[config.mk]
export PLATFORM = sky130hd
export DESIGN_NAME = vep_panel_ctrl
export DESIGN_NICKNAME = d
export VERILOG_FILES = /design/src/logic/vep_pkg.sv /design/src/logic/vep_bus_if.sv /design/src/logic/vep_panel_ctrl.sv /design/src/logic/vep_bus_effect.sv
export SDC_FILE = /design/constraint.sdc
export NUM_CORES = 1
export LEC_CHECK = 0
export BUFFER_PORTS_ARGS = -buffer_cell sky130_fd_sc_hd__clkbuf_2
export CELL_PAD_IN_SITES_DETAIL_PLACEMENT = 1
export CELL_PAD_IN_SITES_GLOBAL_PLACEMENT = 1
export CORE_MARGIN = 3
export CORE_UTILIZATION = 35
export CTS_CLUSTER_DIAMETER = 150
export DETAILED_ROUTE_END_ITERATION = 7
export GPL_TIMING_DRIVEN = 0
export PLACE_DENSITY_LB_ADDON = 0.1
export SYNTH_ARGS = -nofsm -noshare
export SYNTH_HDL_FRONTEND = slang
export SYNTH_SLANG_ARGS = --single-unit
export TNS_END_PERCENT = 100
[constraint.sdc]
create_clock -name clk -period 1.7 [get_ports clk]
set_input_delay 0.34 -clock clk [delete_from_list [all_inputs] [get_ports clk]]
set_output_delay 0.34 -clock clk [all_outputs]
set_load 0.005 [all_outputs]
[src/logic/vep_pkg.sv]
`default_nettype none
package vep_pkg;
	// Background colour codes, in press order
	typedef enum logic [2:0] {
		VEP_COL_WHITE = 3'h0,
		VEP_COL_YELLOW = 3'h1,
		VEP_COL_CYAN = 3'h2,
		VEP_COL_GREEN = 3'h3,
		VEP_COL_MAGENTA = 3'h4,
		VEP_COL_RED = 3'h5,
		VEP_COL_BLUE = 3'h6,
		VEP_COL_BLACK = 3'h7
	} vep_colour_t;

	// Inset picture size
	typedef enum logic [1:0] {
		VEP_PIP_OFF = 2'h0,
		VEP_PIP_QUARTER = 2'h1,
		VEP_PIP_SIXTEENTH = 2'h2
	} vep_pip_t;

	// Pattern replication count
	typedef enum logic [1:0] {
		VEP_MULTI_ONE = 2'h0,
		VEP_MULTI_FOUR = 2'h1,
		VEP_MULTI_SIXTEEN = 2'h2
	} vep_multi_t;

	// Wipe edge style
	typedef enum logic [1:0] {
		VEP_WIPE_NORMAL = 2'h0,
		VEP_WIPE_BORDER = 2'h1,
		VEP_WIPE_SOFT = 2'h2
	} vep_wipe_t;

	// Title edge treatment
	typedef enum logic [2:0] {
		VEP_TTL_NORMAL = 3'h0,
		VEP_TTL_NARROW_BORDER = 3'h1,
		VEP_TTL_WIDE_BORDER = 3'h2,
		VEP_TTL_NARROW_SHADOW = 3'h3,
		VEP_TTL_WIDE_SHADOW = 3'h4,
		VEP_TTL_DROP_SHADOW = 3'h5
	} vep_title_t;

	// Key source choice
	typedef enum logic [1:0] {
		VEP_KEY_EXT = 2'h0,
		VEP_KEY_BUS_A = 2'h1,
		VEP_KEY_BUS_B = 2'h2
	} vep_key_src_t;

	// Step counts of the per-bus effects (0 means effect off)
	localparam logic [2:0] VEP_STROBE_STEPS = 3'h5;
	localparam logic [2:0] VEP_MOSAIC_STEPS = 3'h4;
	localparam logic [2:0] VEP_PAINT_STEPS = 3'h4;
	// Lowest paint gradation in bits per bus
	localparam logic [2:0] VEP_PAINT_BASE_A = 3'h2;
	localparam logic [2:0] VEP_PAINT_BASE_B = 3'h1;
	// Strobe interval in ms per step, step 1 = 200 ms, step 5 = 1000 ms
	localparam int VEP_STROBE_STEP_MS = 200;
	localparam int VEP_CLK_HZ = 10000000;
	// Edge band left unkeyed or unprocessed, in pixels/lines
	localparam logic [3:0] VEP_EDGE_BAND = 4'h8;
	localparam logic [2:0] VEP_STEP_RESET = 3'h0;
	localparam logic [4:0] VEP_PATTERN_RESET = 5'h00;
endpackage
`default_nettype wire

[src/logic/vep_bus_if.sv]
`timescale 1ns/1ps
`default_nettype none
// Per-bus effect settings passed from a bus controller to the top
interface vep_bus_if;
	logic enable;
	logic freeze;
	logic [2:0] strobe_step;
	logic [2:0] mosaic_step;
	logic [2:0] paint_step;
	modport ctrl (output enable, freeze, strobe_step, mosaic_step, paint_step);
	modport user (input enable, freeze, strobe_step, mosaic_step, paint_step);
endinterface
`default_nettype wire

[src/logic/vep_panel_ctrl.sv]
`timescale 1ns/1ps
`default_nettype none
// Contract
// - Colour switch cycles eight background colours
// - Five selector switches combine into wipe pattern
// - Joystick only for circle, square, diamond, or while inset is on
// - Inset switch cycles quarter, sixteenth, off
// - Lever end-to-end swaps inset and background bus
// - Inset mode inhibits freeze and strobe
// - Replicate switch cycles four, sixteen, single
// - One-way wipe ignores lever direction
// - Reverse wipe swaps picture placement
// - Per-bus master enable gates digital effects
// - Freeze switch toggles hold and live
// - Strobe: five intervals 0.2-1 s, then off
// - Mosaic: four block sizes, then off
// - Mosaic skips left and top edges
// - Bus A paint: 2 to 5 bits
// - Bus B paint: 1 to 4 bits
// - Key polarity inverts superimpose key
// - Superimpose enable; edges left unkeyed
// - Key source: external camera, bus A, B
// - Title colour: background colour or white
// - Caption style cycles six edge treatments
// - Threshold sets key luminance switching level
// - Lever towards B enlarges bus B portion
// - Wipe switch cycles normal, border, soft
module vep_panel_ctrl (
	input wire logic clk,
	input wire logic nrst,
	input wire logic press_colour,
	input wire logic [4:0] pattern_sel,
	input wire logic press_pip,
	input wire logic press_multi,
	input wire logic press_one_way,
	input wire logic press_reverse,
	input wire logic press_wipe_mode,
	input wire logic [7:0] lever,
	input wire logic [7:0] joy_x,
	input wire logic [7:0] joy_y,
	input wire logic press_on_a,
	input wire logic press_freeze_a,
	input wire logic press_strobe_a,
	input wire logic press_mosaic_a,
	input wire logic press_paint_a,
	input wire logic press_on_b,
	input wire logic press_freeze_b,
	input wire logic press_strobe_b,
	input wire logic press_mosaic_b,
	input wire logic press_paint_b,
	input wire logic press_key_polarity,
	input wire logic press_super_on,
	input wire logic press_external_key_camera,
	input wire logic press_key_bus_a,
	input wire logic press_key_bus_b,
	input wire logic press_title_back,
	input wire logic press_title_white,
	input wire logic press_caption,
	input wire logic [7:0] key_threshold,
	input wire logic [7:0] key_luma,
	input wire logic edge_zone,
	output logic [2:0] fill_colour,
	output logic [4:0] wipe_pattern,
	output logic [4:0] pattern_led,
	output logic pos_valid,
	output logic [7:0] pos_x,
	output logic [7:0] pos_y,
	output logic [1:0] pip_size,
	output logic pip_led,
	output logic pip_inset_from_b,
	output logic [1:0] multi_count,
	output logic multi_led,
	output logic one_way,
	output logic reverse,
	output logic [1:0] wipe_style,
	output logic [7:0] wipe_amount_b,
	output logic freeze_a,
	output logic freeze_b,
	output logic [2:0] strobe_step_a,
	output logic [2:0] strobe_step_b,
	output logic [2:0] mosaic_step_a,
	output logic [2:0] mosaic_step_b,
	output logic mosaic_bypass,
	output logic [2:0] paint_bits_a,
	output logic [2:0] paint_bits_b,
	output logic [9:0] effect_led,
	output logic key_invert,
	output logic super_on,
	output logic [1:0] key_source,
	output logic title_white,
	output logic [2:0] title_style,
	output logic key_active
);
	import vep_pkg::*;

	logic pip_active;
	logic lever_at_a;
	logic lever_at_b;
	logic lever_end;
	logic key_raw;
	vep_bus_if bus_a ();
	vep_bus_if bus_b ();

	// Position-capable patterns: circle, square, diamond
	function automatic logic pattern_positionable(input logic [4:0] p);
		pattern_positionable = (p == 5'h0F) || (p == 5'h10) || (p == 5'h1F);
	endfunction

	// Paint bits: step 0 means off, else base plus step minus one
	function automatic logic [2:0] paint_bits(input logic [2:0] step, input logic [2:0] base);
		paint_bits = (step == 3'h0) ? 3'h0 : 3'(base + step - 3'h1);
	endfunction

	// Three-position cycle shared by inset, replicate and wipe style: 0, 1, 2, back to 0
	function automatic logic [1:0] next_of_three(input logic [1:0] cur);
		next_of_three = (cur == 2'h2) ? 2'h0 : 2'(cur + 2'h1);
	endfunction

	assign pip_active = (pip_size != VEP_PIP_OFF);
	assign lever_at_a = (lever == 8'h00);
	assign lever_at_b = (lever == 8'hFF);

	// Per-bus effect controllers
	vep_bus_effect u_bus_a (
		.clk(clk), .nrst(nrst), .bus(bus_a),
		.press_on(press_on_a), .press_freeze(press_freeze_a), .press_strobe(press_strobe_a),
		.press_mosaic(press_mosaic_a), .press_paint(press_paint_a), .inhibit(pip_active)
	);

	vep_bus_effect u_bus_b (
		.clk(clk), .nrst(nrst), .bus(bus_b),
		.press_on(press_on_b), .press_freeze(press_freeze_b), .press_strobe(press_strobe_b),
		.press_mosaic(press_mosaic_b), .press_paint(press_paint_b), .inhibit(pip_active)
	);

	// Background colour advances one step per press, wraps after black
	always_ff @(posedge clk) begin
		if (!nrst)
			fill_colour <= VEP_COL_WHITE;
		else if (press_colour)
			fill_colour <= 3'(fill_colour + 3'h1);
	end

	// Pattern selector state and its LEDs
	always_ff @(posedge clk) begin
		if (!nrst) begin
			wipe_pattern <= VEP_PATTERN_RESET;
			pattern_led <= VEP_PATTERN_RESET;
		end else begin
			wipe_pattern <= pattern_sel;
			pattern_led <= pattern_sel;
		end
	end

	// Joystick position passes only for positionable shapes or inset
	always_ff @(posedge clk) begin
		if (!nrst) begin
			pos_valid <= 1'b0;
			pos_x <= 8'h00;
			pos_y <= 8'h00;
		end else begin
			pos_valid <= pattern_positionable(pattern_sel) || pip_active;
			if (pattern_positionable(pattern_sel) || pip_active) begin
				pos_x <= joy_x;
				pos_y <= joy_y;
			end
		end
	end

	// Inset size cycles quarter, sixteenth, off
	always_ff @(posedge clk) begin
		if (!nrst)
			pip_size <= VEP_PIP_OFF;
		else if (press_pip)
			pip_size <= next_of_three(pip_size);
	end

	// Inset source follows the lever end last reached while inset is active
	always_ff @(posedge clk) begin
		if (!nrst)
			pip_inset_from_b <= 1'b1;
		else if (pip_active && lever_at_a)
			pip_inset_from_b <= 1'b1;
		else if (pip_active && lever_at_b)
			pip_inset_from_b <= 1'b0;
	end

	// Replication cycles four, sixteen, single
	always_ff @(posedge clk) begin
		if (!nrst)
			multi_count <= VEP_MULTI_ONE;
		else if (press_multi)
			multi_count <= next_of_three(multi_count);
	end

	// One-way and reverse wipe toggles
	always_ff @(posedge clk) begin
		if (!nrst) begin
			one_way <= 1'b0;
			reverse <= 1'b0;
		end else begin
			if (press_one_way)
				one_way <= !one_way;
			if (press_reverse)
				reverse <= !reverse;
		end
	end

	// Wipe edge style cycles normal, border, soft
	always_ff @(posedge clk) begin
		if (!nrst)
			wipe_style <= VEP_WIPE_NORMAL;
		else if (press_wipe_mode)
			wipe_style <= next_of_three(wipe_style);
	end

	// Wipe portion from bus B; one-way folds the lever to one direction
	always_ff @(posedge clk) begin
		if (!nrst)
			wipe_amount_b <= 8'h00;
		else if (one_way && lever[7])
			wipe_amount_b <= 8'(~lever);
		else
			wipe_amount_b <= lever;
	end

	// Bus effect outputs gated by each bus master enable
	always_ff @(posedge clk) begin
		if (!nrst) begin
			freeze_a <= 1'b0;
			freeze_b <= 1'b0;
			strobe_step_a <= VEP_STEP_RESET;
			strobe_step_b <= VEP_STEP_RESET;
			mosaic_step_a <= VEP_STEP_RESET;
			mosaic_step_b <= VEP_STEP_RESET;
			paint_bits_a <= VEP_STEP_RESET;
			paint_bits_b <= VEP_STEP_RESET;
		end else begin
			freeze_a <= bus_a.enable && bus_a.freeze;
			freeze_b <= bus_b.enable && bus_b.freeze;
			strobe_step_a <= bus_a.enable ? bus_a.strobe_step : 3'h0;
			strobe_step_b <= bus_b.enable ? bus_b.strobe_step : 3'h0;
			mosaic_step_a <= bus_a.enable ? bus_a.mosaic_step : 3'h0;
			mosaic_step_b <= bus_b.enable ? bus_b.mosaic_step : 3'h0;
			paint_bits_a <= bus_a.enable ? paint_bits(bus_a.paint_step, VEP_PAINT_BASE_A) : 3'h0;
			paint_bits_b <= bus_b.enable ? paint_bits(bus_b.paint_step, VEP_PAINT_BASE_B) : 3'h0;
		end
	end

	// Mosaic left unprocessed in the edge zone
	assign mosaic_bypass = edge_zone;

	// Superimpose controls
	always_ff @(posedge clk) begin
		if (!nrst) begin
			key_invert <= 1'b0;
			super_on <= 1'b0;
			key_source <= VEP_KEY_EXT;
			title_white <= 1'b0;
		end else begin
			if (press_key_polarity)
				key_invert <= !key_invert;
			if (press_super_on)
				super_on <= !super_on;
			if (press_external_key_camera)
				key_source <= VEP_KEY_EXT;
			else if (press_key_bus_a)
				key_source <= VEP_KEY_BUS_A;
			else if (press_key_bus_b)
				key_source <= VEP_KEY_BUS_B;
			if (press_title_white)
				title_white <= 1'b1;
			else if (press_title_back)
				title_white <= 1'b0;
		end
	end

	// Caption style cycles six treatments
	always_ff @(posedge clk) begin
		if (!nrst)
			title_style <= VEP_TTL_NORMAL;
		else if (press_caption)
			title_style <= (title_style == VEP_TTL_DROP_SHADOW) ?
				VEP_TTL_NORMAL : 3'(title_style + 3'h1);
	end

	// Key decision: threshold, polarity, master enable, edge exclusion
	assign key_raw = (key_luma >= key_threshold);
	always_ff @(posedge clk) begin
		if (!nrst)
			key_active <= 1'b0;
		else
			key_active <= super_on && !edge_zone && (key_raw ^ key_invert);
	end

	// Indicator LEDs
	assign pip_led = pip_active;
	assign multi_led = (multi_count != VEP_MULTI_ONE);
	assign lever_end = lever_at_a || lever_at_b;
	assign effect_led = {bus_b.enable, bus_b.freeze, (bus_b.strobe_step != 3'h0),
		(bus_b.mosaic_step != 3'h0), (bus_b.paint_step != 3'h0),
		bus_a.enable, bus_a.freeze, (bus_a.strobe_step != 3'h0),
		(bus_a.mosaic_step != 3'h0), (bus_a.paint_step != 3'h0)};

	a_colour_step: assert property (@(posedge clk) disable iff (!nrst)
		press_colour |=> fill_colour == 3'($past(fill_colour) + 3'h1))
		else $error("colour did not advance");
	a_pip_cycle: assert property (@(posedge clk) disable iff (!nrst)
		(press_pip && pip_size == VEP_PIP_SIXTEENTH) |=> pip_size == VEP_PIP_OFF)
		else $error("inset did not end");
	a_pos_gate: assert property (@(posedge clk) disable iff (!nrst)
		(!pattern_positionable(pattern_sel) && !pip_active) |=> !pos_valid)
		else $error("joystick honoured wrongly");
	a_multi_wrap: assert property (@(posedge clk) disable iff (!nrst)
		(press_multi && multi_count == VEP_MULTI_SIXTEEN) |=> !multi_led)
		else $error("multi did not return");
	a_bus_gate: assert property (@(posedge clk) disable iff (!nrst)
		!bus_a.enable |=> (!freeze_a && strobe_step_a == 3'h0 && paint_bits_a == 3'h0))
		else $error("bus A effect passed disabled");
	a_super_gate: assert property (@(posedge clk) disable iff (!nrst)
		(!super_on || edge_zone) |=> !key_active) else $error("key active while off");
	a_caption_wrap: assert property (@(posedge clk) disable iff (!nrst)
		(press_caption && title_style == VEP_TTL_DROP_SHADOW) |=> title_style == VEP_TTL_NORMAL)
		else $error("caption did not wrap");
	a_one_way_fold: assert property (@(posedge clk) disable iff (!nrst)
		one_way |=> !wipe_amount_b[7]) else $error("one-way reversed");
	a_pip_swap: assert property (@(posedge clk) disable iff (!nrst)
		(pip_active && lever_end) |=> pip_inset_from_b == $past(lever_at_a))
		else $error("inset source not swapped");
endmodule // vep_panel_ctrl
`default_nettype wire

[src/logic/vep_bus_effect.sv]
`timescale 1ns/1ps
`default_nettype none
// Effect state for one bus: master enable, freeze, strobe, mosaic, paint
module vep_bus_effect (
	input wire logic clk,
	input wire logic nrst,
	input wire logic press_on,
	input wire logic press_freeze,
	input wire logic press_strobe,
	input wire logic press_mosaic,
	input wire logic press_paint,
	input wire logic inhibit,
	vep_bus_if.ctrl bus
);
	import vep_pkg::*;

	// Cyclic step counter: 0 off, 1..max active, then back to 0
	function automatic logic [2:0] next_step(input logic [2:0] cur, input logic [2:0] max);
		next_step = (cur >= max) ? 3'h0 : 3'(cur + 3'h1);
	endfunction

	// Master enable toggles on each press
	always_ff @(posedge clk) begin
		if (!nrst)
			bus.enable <= 1'b0;
		else if (press_on)
			bus.enable <= !bus.enable;
	end

	// Freeze toggles, blocked while inset is active
	always_ff @(posedge clk) begin
		if (!nrst)
			bus.freeze <= 1'b0;
		else if (inhibit)
			bus.freeze <= 1'b0;
		else if (press_freeze)
			bus.freeze <= !bus.freeze;
	end

	// Strobe interval steps, blocked while inset is active
	always_ff @(posedge clk) begin
		if (!nrst)
			bus.strobe_step <= VEP_STEP_RESET;
		else if (inhibit)
			bus.strobe_step <= VEP_STEP_RESET;
		else if (press_strobe)
			bus.strobe_step <= next_step(bus.strobe_step, VEP_STROBE_STEPS);
	end

	// Mosaic and paint step counters
	always_ff @(posedge clk) begin
		if (!nrst) begin
			bus.mosaic_step <= VEP_STEP_RESET;
			bus.paint_step <= VEP_STEP_RESET;
		end else begin
			if (press_mosaic)
				bus.mosaic_step <= next_step(bus.mosaic_step, VEP_MOSAIC_STEPS);
			if (press_paint)
				bus.paint_step <= next_step(bus.paint_step, VEP_PAINT_STEPS);
		end
	end

	a_strobe_range: assert property (@(posedge clk) disable iff (!nrst)
		bus.strobe_step <= VEP_STROBE_STEPS) else $error("strobe step out of range");
	a_inset_inhibit: assert property (@(posedge clk) disable iff (!nrst)
		inhibit |=> (!bus.freeze && bus.strobe_step == 3'h0)) else $error("freeze under inset");
	a_freeze_toggle: assert property (@(posedge clk) disable iff (!nrst)
		(press_freeze && !inhibit) |=> (bus.freeze != $past(bus.freeze)))
		else $error("freeze did not toggle");
	a_mosaic_wrap: assert property (@(posedge clk) disable iff (!nrst)
		(press_mosaic && bus.mosaic_step == VEP_MOSAIC_STEPS) |=> bus.mosaic_step == 3'h0)
		else $error("mosaic did not return off");
endmodule // vep_bus_effect
`default_nettype wire

* After elaboration in Yosys (flattened, before gate mapping)
Index checks and enable logic that the tools add are counted.
Cells by class: add/subtract/negate cells 14, order comparisons 7, equality and inequality tests 8, multiplexer cells 15, bitwise logic cells 5, reduce and logical (&&, ||, !) cells 40
Operators with widths (count):
- adder 3 x 1 -> 3 bit, second input constant | 8
- two-way mux 3 bit | 7
- greater-or-equal comparator 3 bit, second input constant | 6
- nonzero test 3 bit | 6
- equality test 5 bit, second input constant | 2
- logical NOT 1 bit | 9
- OR reduction 3 bit | 3
- equality test 8 bit, second input constant | 1
- greater-or-equal comparator 8 bit | 1
- logical NOT 8 bit | 1
- two-way mux 8 bit | 1
- inverter 8 bit | 1
- nonzero test 2 bit | 4
- logical AND 1 bit | 7
- adder 2 x 1 -> 2 bit, second input constant | 3
- equality test 2 bit, second input constant | 3
- logical NOT 3 bit | 2
- two-way mux 2 bit | 3
- OR reduction 2 bit | 3
- subtractor 3 x 1 -> 3 bit, second input constant | 2
- equality test 5 x 4 -> 1 bit, second input constant | 1
- two-way mux 1 bit | 4
- AND reduction 2 bit | 2
- adder 2 x 3 -> 3 bit, first input constant | 1
- other kinds (4) | 8
Word-level totals: register bits after elaboration 93, logic and storage cells 126

* Logic depth before layout (Yosys ltp)
depth after elaboration 4, depth in mapped cells 7, depth with buffers taken out 7

* By module
Synthesis repeated with hierarchy kept, for this count alone.
Second synthesis, totals: cell total of the unflattened synthesis 384, area total of the unflattened synthesis 3958.8 um2
Modules (own cells, without submodules):
- vep_panel_ctrl | times used 1, cells an instance 278, area an instance 2872.8 um2, sequential area each 1421.4 um2
- vep_bus_effect | times used 2, cells an instance 53, area an instance 543.0 um2, sequential area each 220.2 um2

* Worst setup path before layout
No wires, ideal clock.
kind input port to flip-flop, from input port key_threshold[2], to register key_active, library setup time 92 ps, data arrival time 1505 ps, path slack 103 ps, stages on the path 7, cell sequence inv_1 ha_1 and3_1 o21ai_0 a31oi_1 o31a_1 nor4_1
Between the ends: longest elaborated chain between the ends 3
Ends and longest elaborated chain:
- start, declared | RTL line vep_panel_ctrl.sv:59 | input wire logic [7:0] key_threshold,
- greater-or-equal comparator 8 bit | RTL line vep_panel_ctrl.sv:288 | assign key_raw = (key_luma >= key_threshold);
- bitwise XOR 1 bit | RTL line vep_panel_ctrl.sv:293 | key_active <= super_on && !edge_zone && (key_raw ^ key_invert);
- logical AND 1 bit | RTL line vep_panel_ctrl.sv:293
- end signal, assigned | RTL line vep_panel_ctrl.sv:293
- end, declared | RTL line vep_panel_ctrl.sv:92 | output logic key_active
No other way between the ends. A chain may end at the register's enable or synchronous reset.

* Worst setup path after layout
from register u_bus_b.bus.paint_step[0], to output port effect_led[5]
Between the ends: longest elaborated chain between the ends 1
Ends and longest elaborated chain:
- start, declared | RTL line vep_bus_if.sv:10 | modport ctrl (output enable, freeze, strobe_step, mosaic_step, paint_step);
- start signal, assigned | RTL line vep_bus_effect.sv:59 | bus.paint_step <= next_step(bus.paint_step, VEP_PAINT_STEPS);
- nonzero test 3 bit | RTL line vep_panel_ctrl.sv:301 | (bus_b.mosaic_step != 3'h0), (bus_b.paint_step != 3'h0),
- end, declared | RTL line vep_panel_ctrl.sv:86 | output logic [9:0] effect_led,
No other way between the ends.

==> results.json <==
{
  "rows": 37,
  "ant_nets": 0,
  "die_area_sq_um": 12400,
  "clock_skew_ns": 0.0109,
  "crit_path_start": "u_bus_b.bus.paint_step[0]",
  "synth_top_area_cell": "dfxtp_1",
  "ys_warn_count": 0,
  "worstSetupPathType": "register to primary output",
  "cp_data_arrival_time_ns": 1.25,
  "core_sq_um": 10600,
  "drive_gt1_frac": 0.345,
  "final_area_sq_um": 5100,
  "ys_async_sr_fraction": 0,
  "ctsHoldBuffers": 0,
  "relSlewSlack": 0.609,
  "dr.pass1.iters": 4,
  "use_met3": 0.0478,
  "avgSynthCellArea_sq_um": 10.1,
  "met2_usage": 0.287,
  "busiest_layer": "met2",
  "synthTopCellsByCount": "dfxtp_1 (93), and2_1 (30), ha_1 (24), inv_1 (24)",
  "finalMaxSlewViolations": 0,
  "crit_buf_inv": 2,
  "cts.clk_slew.worst_paths_ns": 0.09,
  "fin_nets": 655,
  "irDropWorstVdd_v": 0.000438,
  "setup_viol": 0,
  "crit_slowest_cell": "dfxtp_4",
  "via_count": 3188,
  "fill_cells": 1291,
  "synth_top_area_share": 0.477,
  "synth_cell_types": 37,
  "end_kind": "primary output",
  "synthCells": 387,
  "timing.final.hold_violations": 0,
  "place.gp.congestion": 0.741,
  "final_core_util": 0.481,
  "tightestPinTransition_ns": 0.587,
  "crit_family": "flip-flops",
  "power.leakage_nw": 2.55,
  "drc_errors": 0,
  "clk_path_buf_depth": 2,
  "wirelength_um": 9690,
  "achievable-frequency_mhz": 628,
  "viasPerCell": 4.56,
  "clock_latency_ns": 0.37,
  "start_util": 0.368,
  "tritoncts": "built",
  "synthFlopType": "dfxtp_1",
  "r2r_slack_ns": 0.24,
  "finalCriticalPeriod_ns": 1.59,
  "grt_max_degree": 15,
  "clockRootBuffer": "clkbuf_8",
  "wl_per_cell_um": 13.9,
  "cp_max_fo": 5,
  "fp.dieW_um": 112,
  "maxCapViolations": 0,
  "worst-path-stages": 4,
  "clock-sinks": 93,
  "worstPathRequired_ns": 1.36,
  "rsz0062_at_grt": "no",
  "placed_area_sq_um": 4870,
  "critPathMaxStageDelay_ns": 0.39,
  "yosysSeqAreaShare": 0.477,
  "drtIter0Drc": 51,
  "final.setup.tns_ns": 0,
  "yosys_register_bits": 93,
  "synthesis.nets": 483,
  "min_delay_path_depth": 2,
  "io_pins": 161,
  "htreeDepth": 3,
  "power_density_nw_per_um2": 935,
  "endpoint": "effect_led[5]",
  "syn-cell-area_sq_um": 3900,
  "grt_usage": 0.161,
  "fin_crit_sh": 0.937,
  "yosysMostFrequentCell": "dfxtp_1",
  "hold_path.class": "primary input to register",
  "hold_slack_ns": 0.147,
  "outcome": "completed",
  "grtUsageMet1": 0.177,
  "numCtsBuffers": 9,
  "start_kind": "register",
  "r2r-start": "pip_size[0]",
  "grt_pass1_vias": 3365,
  "grt_pass1_wl_um": 16000,
  "synth_edf_count": 0,
  "rr_worst_depth": 6,
  "die_h_um": 112,
  "overflow": 0,
  "place_hpwl_um": 7650,
  "portBuffers": 159,
  "diodes": 0,
  "yosys-top-cells-area": "dfxtp_1 (48%), ha_1 (7.7%), mux2i_1 (5.9%)",
  "area_growth_pct": 30.8,
  "crit_chain": "inv_1 -> ha_1 -> nand2b_1 -> clkbuf_2",
  "antenna_found_initial": 0,
  "regToRegEndpoint": "pos_x[1]"
}
==> flip-flops by register name (all words and copies together) (netlist names), 5 cells and up <==
| register | cells |
|---|---|
| pos_y | 8 |
| pos_x | 8 |
| wipe_amount_b | 8 |
| pattern_led | 5 |
==> metal layers <==
metal	routed length [um]	vias to the layer above
met5	0	-
met4	193	0
met3	618	12
met2	4840	92
met1	4040	1480
li1	-	1604
==> cell usage in the layout, fill, tap and decap left out, drive strengths merged, types with 15 or more instances in the layout <==
cell,synthesis,layout
dfxtp,93,93
clkbuf,8,178
nor2,23,23
and3,15,15
inv,24,24
nor2b,23,23
mux2i,23,23
xnor2,15,15
ha,24,24
and2,30,30
==> per-stage QoR <==
stage,setup WS [ns],std cells,power (mW)
CTS,0.0459,699,4.85
global route,0.00810,699,5.05
global placement,-0.0859,682,3.17
finish,0.107,699,4.77
detailed placement,-0.127,682,3.20
floorplan,0.103,387,2.84
==> what timing repair did <==
item                       CTS  global route
resized for setup            1             3
setup buffers                2             0
setup endpoints to repair    4             3
==> worst min path at each step <==
stage / from / endpoint
finish: press_key_bus_a / key_source[1]
global route: press_key_bus_a / key_source[1]
CTS: press_key_bus_a / key_source[1]
detailed placement: u_bus_a.bus.paint_step[0] / paint_bits_a[0]
global placement: u_bus_a.bus.paint_step[0] / paint_bits_a[0]
floorplan: edge_zone / key_active
==> worst register-to-register path, cell delays in order (launching register included) <==
cell and delay, ns:
dfxtp_1 0.37, nor2_4 0.27, nand2_2 0.10, a21oi_4 0.19
buf_12 0.17, mux2i_1 0.21, nor2b_1 0.06
==> cell type report <==
class	count	area [sq um]	area share
Buffer	20	129	0.0253
Clock inverter	4	72.6	0.0142
Inverter	24	90.1	0.0177
Sequential cell	93	1870	0.366
Clock buffer	11	141	0.0277
Tap cell	136	170	0.0334
Timing Repair Buffer	161	811	0.159
Multi-Input combinational cell	250	1820	0.357
==> cell families (layout without fill, tap and decap cells) <==
| kind of cell | Yosys count | in the layout | synth area share |
|---|---|---|---|
| xor+xnor | 26 | 26 | 0.0584 |
| mux | 23 | 23 | 0.0590 |
| flops | 93 | 93 | 0.477 |
| fa+ha+maj | 24 | 24 | 0.0770 |
| compound gates | 29 | 29 | 0.0520 |
| buf+inv | 44 | 220 | 0.0561 |
| simple gates | 148 | 148 | 0.220 |
==> power by group <==
group / leakage (nW) / switching [mW] / internal, mW
registers: 0.764 / 0.104 / 2.31
logic: 1.69 / 0.337 / 0.393
clock network: 0.105 / 0.769 / 0.859
total: 2.55 / 1.21 / 3.56
(Power assumes the default switching activity.)
